===== config.mk =====
export PLATFORM = sky130hd
export DESIGN_NAME = sleep_mode_power_control
export DESIGN_NICKNAME = d
export VERILOG_FILES = /design/src/sleep_ctrl_pkg.sv /design/src/sleep_mode_power_control.sv /design/src/wake_delay_counter.sv
export VERILOG_INCLUDE_DIRS = /design/src
export SDC_FILE = /design/constraint.sdc
export NUM_CORES = 1
export LEC_CHECK = 0
export BUFFER_PORTS_ARGS = -buffer_cell sky130_fd_sc_hd__buf_2
export CORE_MARGIN = 3
export CORE_UTILIZATION = 35
export CTS_BUF_LIST = sky130_fd_sc_hd__clkbuf_4
export DETAILED_ROUTE_END_ITERATION = 10
export PLACE_DENSITY_LB_ADDON = 0.08
export RECOVER_POWER = 25
export SLEW_MARGIN = 20
export SYNTH_ARGS = -nofsm -noshare
export SYNTH_HDL_FRONTEND = slang
export SYNTH_SLANG_ARGS = --single-unit

===== constraint.sdc =====
create_clock -name clock -period 2.2 [get_ports clock]
set_input_delay 0.33 -clock clock [delete_from_list [all_inputs] [get_ports clock]]
set_output_delay 0.33 -clock clock [all_outputs]
set_load 0.005 [all_outputs]

===== src/sleep_ctrl_defs.svh =====
// Constants for the sleep-mode power controller
`ifndef SLEEP_CTRL_DEFS_SVH
`define SLEEP_CTRL_DEFS_SVH
`define OSC_SEL_W 2
`define OSC_SEL_PRI 2'h0
`define OSC_SEL_FRC 2'h1
`define OSC_SEL_LOW_POWER_INTERNAL_OSCILLATOR 2'h2
`define OSC_SEL_SEC 2'h3
`define WAKE_SRC_W 5
`define WAKE_SRC_CN 0
`define WAKE_SRC_WDOG 1
`define WAKE_SRC_ADC 2
`define WAKE_SRC_UART 3
`define WAKE_SRC_OWNCLK 4
`define START_US_PRI 1000
`define START_US_FRC 2
`define START_US_LOW_POWER_INTERNAL_OSCILLATOR 100
`define START_US_SEC 1000
`define CLOCK_MHZ 40
`define CNT_W 16
`endif


===== src/sleep_ctrl_pkg.sv =====
// Types for the sleep-mode power controller
package sleep_ctrl_pkg;
  typedef enum logic [3:0] {
    ST_RUN = 4'h1,
    ST_SLEEP = 4'h2,
    ST_START = 4'h4,
    ST_RESUME = 4'h8
  } power_state_e;
endpackage


===== src/sleep_mode_power_control.sv =====
// Sleep-mode power controller: entry, hold and wake of the halted state
// Notes on behaviour
// - Sleep stops CPU and most peripherals.
// - System clock source off unless overridden.
// - Wake delay depends on selected oscillator.
// - Fail-safe clock monitor suspended in sleep.
// - Brown-out detector stays enabled in sleep.
// - Watchdog not cleared on sleep entry.
// - Selected peripherals keep running in sleep.
// - Wake request from running peripheral resumes.
// - Port pin drive held unchanged during sleep.
// - USB may keep primary or fast oscillator.
// - System-clocked peripherals halted, own-clock ones run.
`timescale 1ns/10ps
`default_nettype none
`include "sleep_ctrl_defs.svh"
module sleep_mode_power_control
  import sleep_ctrl_pkg::*;
#(
  parameter int PINS = 16,
  parameter int CNT_W = `CNT_W,
  parameter int CLOCK_MHZ = `CLOCK_MHZ,
  parameter int START_US_PRI = `START_US_PRI,
  parameter int START_US_FRC = `START_US_FRC,
  parameter int START_US_LOW_POWER_INTERNAL_OSCILLATOR = `START_US_LOW_POWER_INTERNAL_OSCILLATOR,
  parameter int START_US_SEC = `START_US_SEC
) (
  // Clock and reset
  input wire logic clock,
  input wire logic resetn,
  // CPU side
  input wire logic sleep_req,
  output logic cpu_halt,
  // Clock source control
  input wire logic [`OSC_SEL_W-1:0] osc_select,
  input wire logic osc_ready,
  input wire logic usb_keep_pri,
  input wire logic usb_keep_frc,
  output logic sysclk_src_enable,
  output logic sysclk_gate_enable,
  // Safety functions
  input wire logic wdog_enable,
  output logic fail_safe_clock_monitor_enable,
  output logic brownout_reset_detector_enable,
  output logic watchdog_timer_clear,
  output logic watchdog_timer_run,
  // Peripherals and wake sources
  input wire logic [`WAKE_SRC_W-1:0] module_enable,
  input wire logic [`WAKE_SRC_W-1:0] wake_req,
  output logic [`WAKE_SRC_W-1:0] sleep_run_enable,
  output logic [`WAKE_SRC_W-1:0] wake_source,
  // Port pins
  input wire logic [PINS-1:0] pin_out_core,
  input wire logic [PINS-1:0] pin_oe_n_core,
  output logic [PINS-1:0] pin_out,
  output logic [PINS-1:0] pin_oe_n,
  // Status
  output logic in_sleep
);

  ////////////////////////////////////////////////////////////////////////////
  // Start-up counts: microseconds times clock MHz, truncated to CNT_W bits
  function automatic logic [CNT_W-1:0] us_to_cycles(input int us);
    us_to_cycles = CNT_W'(us * CLOCK_MHZ);
  endfunction

  localparam logic [CNT_W-1:0] CYC_PRI = us_to_cycles(START_US_PRI);
  localparam logic [CNT_W-1:0] CYC_FRC = us_to_cycles(START_US_FRC);
  localparam logic [CNT_W-1:0] CYC_LOW_POWER_INTERNAL_OSCILLATOR = us_to_cycles(START_US_LOW_POWER_INTERNAL_OSCILLATOR);
  localparam logic [CNT_W-1:0] CYC_SEC = us_to_cycles(START_US_SEC);

  function automatic logic [CNT_W-1:0] start_cycles(input logic [`OSC_SEL_W-1:0] sel);
    unique case (sel)
      `OSC_SEL_PRI: start_cycles = CYC_PRI;
      `OSC_SEL_FRC: start_cycles = CYC_FRC;
      `OSC_SEL_LOW_POWER_INTERNAL_OSCILLATOR: start_cycles = CYC_LOW_POWER_INTERNAL_OSCILLATOR;
      default: start_cycles = CYC_SEC;
    endcase
  endfunction

  ////////////////////////////////////////////////////////////////////////////
  // State
  typedef struct packed {
    power_state_e state;
    logic cpu_halt;
    logic src_en;
    logic gate_en;
    logic fail_safe_clock_monitor_en;
    logic wdog_clear;
    logic [`WAKE_SRC_W-1:0] run_en;
    logic [`WAKE_SRC_W-1:0] wake_src;
    logic [PINS-1:0] pin_out;
    logic [PINS-1:0] pin_oe_n;
    logic load;
    logic bor_en;
    logic wdog_run;
    logic sleeping;
  } ctrl_s;

  ctrl_s ctrl_reg;
  ctrl_s ctrl_next;
  logic delay_done;
  logic usb_hold;
  logic [`WAKE_SRC_W-1:0] wake_hit;

  // Only modules left enabled by software can run or wake the part
  assign wake_hit = wake_req & module_enable;
  // USB override applies only to the source it can hold
  assign usb_hold = (usb_keep_pri && osc_select == `OSC_SEL_PRI) ||
                    (usb_keep_frc && osc_select == `OSC_SEL_FRC);

  wake_delay_counter #(
    .CNT_W(CNT_W)
  ) u_delay (
    .clock(clock),
    .resetn(resetn),
    .load(ctrl_reg.load),
    .load_value(start_cycles(osc_select)),
    .osc_ready(osc_ready),
    .done(delay_done)
  );

  always_comb begin
    ctrl_next = ctrl_reg;
    ctrl_next.load = 1'b0;
    ctrl_next.wdog_clear = 1'b0;
    // Detector never gated by the sequencer
    ctrl_next.bor_en = 1'b1;
    // Watchdog keeps counting from its present value in sleep
    ctrl_next.wdog_run = wdog_enable;
    unique case (ctrl_reg.state)
      ST_RUN: begin
        ctrl_next.pin_out = pin_out_core;
        ctrl_next.pin_oe_n = pin_oe_n_core;
        ctrl_next.run_en = module_enable;
        if (sleep_req) begin
          ctrl_next.state = ST_SLEEP;
          ctrl_next.cpu_halt = 1'b1;
          ctrl_next.gate_en = 1'b0;
          ctrl_next.src_en = usb_hold;
          ctrl_next.fail_safe_clock_monitor_en = 1'b0;
          ctrl_next.wake_src = '0;
        end
      end
      ST_SLEEP: begin
        ctrl_next.src_en = usb_hold;
        if (wake_hit != '0) begin
          ctrl_next.state = ST_START;
          ctrl_next.wake_src = wake_hit;
          ctrl_next.src_en = 1'b1;
          ctrl_next.load = 1'b1;
        end
      end
      ST_START: begin
        if (delay_done) begin
          ctrl_next.state = ST_RESUME;
          ctrl_next.gate_en = 1'b1;
        end
      end
      ST_RESUME: begin
        ctrl_next.state = ST_RUN;
        ctrl_next.cpu_halt = 1'b0;
        ctrl_next.fail_safe_clock_monitor_en = 1'b1;
      end
      default: begin
        ctrl_next.state = ST_RUN;
      end
    endcase
    ctrl_next.sleeping = ctrl_next.state == ST_SLEEP;
  end

  always_ff @(posedge clock or negedge resetn) begin
    if (!resetn) begin
      ctrl_reg.state <= ST_RUN;
      ctrl_reg.cpu_halt <= 1'b0;
      ctrl_reg.src_en <= 1'b1;
      ctrl_reg.gate_en <= 1'b1;
      ctrl_reg.fail_safe_clock_monitor_en <= 1'b1;
      ctrl_reg.wdog_clear <= 1'b0;
      ctrl_reg.run_en <= '0;
      ctrl_reg.wake_src <= '0;
      ctrl_reg.pin_out <= '0;
      ctrl_reg.pin_oe_n <= '1;
      ctrl_reg.load <= 1'b0;
      ctrl_reg.bor_en <= 1'b1;
      ctrl_reg.wdog_run <= 1'b0;
      ctrl_reg.sleeping <= 1'b0;
    end else begin
      ctrl_reg <= ctrl_next;
    end
  end

  ////////////////////////////////////////////////////////////////////////////
  // Outputs
  assign cpu_halt = ctrl_reg.cpu_halt;
  assign sysclk_src_enable = ctrl_reg.src_en;
  assign sysclk_gate_enable = ctrl_reg.gate_en;
  assign fail_safe_clock_monitor_enable = ctrl_reg.fail_safe_clock_monitor_en;
  assign brownout_reset_detector_enable = ctrl_reg.bor_en;
  assign watchdog_timer_clear = ctrl_reg.wdog_clear;
  assign watchdog_timer_run = ctrl_reg.wdog_run;
  // Run enables frozen at entry; these units use their own clocks
  assign sleep_run_enable = ctrl_reg.run_en;
  assign wake_source = ctrl_reg.wake_src;
  // Pin drive latched at entry, held until the CPU resumes
  assign pin_out = ctrl_reg.pin_out;
  assign pin_oe_n = ctrl_reg.pin_oe_n;
  assign in_sleep = ctrl_reg.sleeping;

  ////////////////////////////////////////////////////////////////////////////
  // Checks
  a_entry_halts: assert property (@(posedge clock) disable iff (!resetn)
    ctrl_reg.state == ST_RUN && sleep_req |=> cpu_halt && !sysclk_gate_enable)
    else $error("sleep entry did not halt CPU and clock");
  a_src_off: assert property (@(posedge clock) disable iff (!resetn)
    in_sleep && !usb_keep_pri && !usb_keep_frc |-> !sysclk_src_enable)
    else $error("clock source running in sleep without override");
  a_fail_safe_clock_monitor_off: assert property (@(posedge clock) disable iff (!resetn)
    in_sleep |-> !fail_safe_clock_monitor_enable)
    else $error("clock monitor active in sleep");
  a_bor_on: assert property (@(posedge clock) disable iff (!resetn)
    in_sleep |-> brownout_reset_detector_enable)
    else $error("brown-out detector off in sleep");
  a_wdog_kept: assert property (@(posedge clock) disable iff (!resetn)
    $rose(cpu_halt) |-> !watchdog_timer_clear)
    else $error("watchdog cleared on sleep entry");
  a_wake_start: assert property (@(posedge clock) disable iff (!resetn)
    in_sleep && (wake_req & module_enable) != '0 |=> ctrl_reg.state == ST_START && sysclk_src_enable)
    else $error("wake request ignored");
  a_pins_held: assert property (@(posedge clock) disable iff (!resetn)
    in_sleep ##1 in_sleep |-> $stable(pin_out) && $stable(pin_oe_n))
    else $error("pin drive changed in sleep");
  a_usb_hold: assert property (@(posedge clock) disable iff (!resetn)
    in_sleep ##1 in_sleep && $past(usb_keep_frc) && $past(osc_select) == `OSC_SEL_FRC |-> sysclk_src_enable)
    else $error("USB override not honoured");
  a_resume: assert property (@(posedge clock) disable iff (!resetn)
    ctrl_reg.state == ST_START && delay_done |=> sysclk_gate_enable ##1 !cpu_halt)
    else $error("resume sequence wrong");
endmodule
`default_nettype wire


===== src/wake_delay_counter.sv =====
// Oscillator start-up delay counter used on the way out of sleep
`timescale 1ns/10ps
`default_nettype none
`include "sleep_ctrl_defs.svh"
module wake_delay_counter #(
  parameter int CNT_W = `CNT_W
) (
  // Clock and reset
  input wire logic clock,
  input wire logic resetn,
  // Control
  input wire logic load,
  input wire logic [CNT_W-1:0] load_value,
  input wire logic osc_ready,
  // Status
  output logic done
);
  typedef struct packed {
    logic [CNT_W-1:0] count;
    logic busy;
  } cnt_s;

  cnt_s cnt_reg;
  cnt_s cnt_next;

  always_comb begin
    cnt_next = cnt_reg;
    if (load) begin
      cnt_next.count = load_value;
      cnt_next.busy = 1'b1;
    end else if (cnt_reg.busy && cnt_reg.count != '0) begin
      cnt_next.count = cnt_reg.count - 1'b1;
    end
    if (!load && cnt_reg.busy && cnt_reg.count == '0 && osc_ready) begin
      cnt_next.busy = 1'b0;
    end
  end

  always_ff @(posedge clock or negedge resetn) begin
    if (!resetn) begin
      cnt_reg <= '0;
    end else begin
      cnt_reg <= cnt_next;
    end
  end

  // Oscillator must also report stable; the count alone is only a floor
  assign done = cnt_reg.busy && cnt_reg.count == '0 && osc_ready && !load;
endmodule
`default_nettype wire

==> flow_summary.toml <==
[synthesis]
synth_adder_area_share_pct = 2.50
yosysSeqAreaShare_pct = 50.8
syn_area_um2 = 3500
post_synth_num_cell_types = 54
async_flop_share_pct = 100
synth_fp_nets = 349
synth_ff_type = "dfrtp_1"
postSynthCellCount = 291
yosys-mux-area-fraction_pct = 12.5
yosys.area_share.simple_pct = 11.5
syn_area_per_cell_um2 = 12.0
ys_ff_latch = 70
synth_top_family_by_area = "multiplexers"
synth_compound_area_share_pct = 10.4
yosys_warnings = 0
synth_xor_area_share_pct = 0.250
synth_edf_count = 0

[timing]
slew_headroom_pct = -2.08
fmax_mhz = 483
tns_ps = 0
worst-slew-pin-transition_ps = 1530
min_period_over_period_pct = 94.0
min_period_ps = 2070
setup_slack_ps = 132
timing_hold_violations_final = 0
slew_viol_final = 71
fin_skew_ps = 13.8
hold_ws_ps = 116
setup-violations-final = 0

[global_routing]
grt_util_all_layers_pct = 12.9
grt_use_met3_pct = 3.70
grt_pass1_vias = 2246
antenna_found_initial = 0
busiest_layer = "met2"
overflow = 0
met2_usage_pct = 19.1
grt_pass1_wl_um = 11500
grt_max_degree = 71
grtUsageMet1_pct = 18.0

[route]
viasPerCell = 4.78
drt-total-wl_um = 7100
ant_nets = 0
drt_pass1_iterations = 4
drt_iter0_drc = 128
route.detailed.drc = 0
wl_per_cell_um = 14.3
vias = 2379

[clocking]
cts_root_buf = "clkbuf_4"
clkSinkCount = 70
htree_levels = 3
cts_tree = "done"
numCtsBuffers = 9
clock_latency_ps = 420
clkTransAtPathRegs_ps = 110
clock_path_buffers = 2

[final_layout]
area_delta_synth_final_pct = 17.9
utilization_pct = 43.6
fill_cells = 914
largest_register_ffs = 17
layout.nets = 422
stdcell_area_um2 = 4120
drive_gt1_share_pct = 53.9
fin_cells = 498
antenna-diode-count = 0

[pwr]
swShare_pct = 31.2
pwr-share-comb_pct = 38.0
p_leak_nw = 1.84
p_total_mw = 5.62
power_frac_seq_pct = 41.2
p_sw_mw = 1.75
clockPowerShare_pct = 20.9
power.internal_mw = 3.87
ir_drop_uv = 492
power.density_nw_per_um2 = 1360

[setup_path]
r2r-start = "u_delay.cnt_reg[2]$_DFFE_PN0P_"
crit_path_end_kind = "flop"
r2r_end = "u_delay.cnt_reg[6]$_DFFE_PN0P_"
crit_buf_inv = 2
crit_type = "reg2reg"
rr_worst_depth = 7
crit_path_start = "u_delay.cnt_reg[2]$_DFFE_PN0P_"
crit_arrival_ps = 2380
crit_path_top_delay_cell = "or4b_4"
worstPathCellList = "inv_1, ha_1, or4b_4, nor4_4, buf_4, nor3_1, o31a_1"
required_ps = 2510
critical-path-max-stage-delay_ps = 510
path_depth = 7
worstSetupStartpointType = "flop"
path_max_fanout = 8
crit_end = "u_delay.cnt_reg[6]$_DFFE_PN0P_"
rrSetupSlack_ps = 130
crit_family = "simple AND/OR/NAND/NOR gates"

[placed_design]
place_area_um2 = 3910
gp_congestion = 0.847
io_buffers = 98
place_hpwl_um = 5250
dpl.cell_count = 480
dp_slack_ps = 114

[die]
start_util_pct = 37.0
fp-row-count = 35
core_um2 = 9460
dieArea_um2 = 11200
dieHeight_um = 106
die_w_um = 106
pin_count = 101

[outcome]
status = "finished with violations"
violations = "capacitance limit, slew limit"

[job]
drv_cap = 1

[worst_hold_path]
min_path_type = "in2reg"
[logic make-up after synthesis]
| kind of cell | after synthesis |
|---|---|
| muxes | 39 |
| buffers and inverters | 60 |
| and+or+nand+nor | 64 |
| DFF | 70 |
| other | 2 |
| adders and majority gates | 7 |
| xor gates and xnor gates | 1 |
| AOI/OAI and AO/OA | 48 |
[layout by cell type, fill, tap and decap left out, types with 3 or more instances in the layout]
master	synthesis	routed
nor2_1	6	6
buf_4	44	13
nand3_1	3	3
dfstp_2	20	20
inv_1	7	7
mux2_2	38	38
dfrtp_1	50	50
nor3_1	5	5
a22oi_1	3	3
o21a_1	7	7
a32o_1	5	5
o31a_1	7	7
clkbuf_4	0	10
nand2_1	12	12
nor4_1	8	8
ha_1	7	7
bufinv_16	0	4
a21oi_1	7	7
nand2b_1	3	3
or3_1	5	5
buf_2	4	99
[how the worst min path moves through the flow]
stage	from	to	cells past startpoint
after floorplan	resetn	cpu_halt$_DFFE_PN0P_	0
after global placement	resetn	pin_out[4]$_DFFE_PN0P_	2
after detailed placement	resetn	pin_out[4]$_DFFE_PN0P_	2
after CTS	sleep_req	ctrl_reg[51]$_DFF_PN1_	2
after global routing	sleep_req	ctrl_reg[51]$_DFF_PN1_	2
final	sleep_req	ctrl_reg[51]$_DFF_PN1_	2
[per-layer routing]
layer,vias up,part of all wire [%]
met1,1121,46
met4,0,1.6
met2,80,46
met3,11,6.3
li1,1167,-
met5,-,0
[cells in the mapped netlist (2+ instances only)]
master    number  area [um^2]
nor3_1         5         25.0
nand2b_1       3         18.8
buf_4         44          330
nor4_1         8         50.1
a21oi_1        7         35.0
conb_1         2         7.51
ha_1           7         87.6
o211ai_1       2         15.0
o31a_1         7         61.3
o21ai_0        2         10.0
clkbuf_1       3         11.3
o21a_1         7         52.6
or2_2          2         12.5
or3_1          5         31.3
o41ai_1        2         17.5
nand3_1        3         15.0
dfrtp_1       50         1250
a21boi_0       2         15.0
nand3b_1       2         15.0
a32o_1         5         50.1
dfstp_2       20          526
a22oi_1        3         22.5
mux2_2        38          428
inv_1          7         26.3
o31ai_1        2         15.0
nand2_1       12         45.0
buf_2          4         20.0
nand4_1        2         12.5
a31oi_1        2         12.5
a211oi_1       2         15.0
nor2_1         6         22.5
nor4b_1        3         26.3
[final cells by class]
type,count,area (um^2),share of cell area (%)
clock inverters,6,133,3.22
repair buffers,115,633,15.4
well taps,129,161,3.91
inverters,7,26.3,0.637
clock buffers,10,75.1,1.82
multi-input cells,161,1320,32.0
flip-flops and latches,70,1780,43.1
[repair_timing]
| action | in CTS | in global routing |
|---|---|---|
| hold buffers | 2 | 0 |
| endpoints found under the hold margin | 51 | 0 |
| gates resized for setup | 0 | 1 |
| setup endpoints to repair | 0 | 3 |
| setup buffers | 0 | 0 |
[power by group through the flow]
stage	combinational, mW	clock [mW]	sequential [mW]
after CTS	2.19	1.22	2.32
after global routing	2.36	1.27	2.40
after detailed placement	2.18	0	2.35
after floorplan	1.88	0	2.27
after global placement	2.17	0	2.33
final	2.14	1.17	2.31
Note: power is estimated with default switching activity, not from simulation.
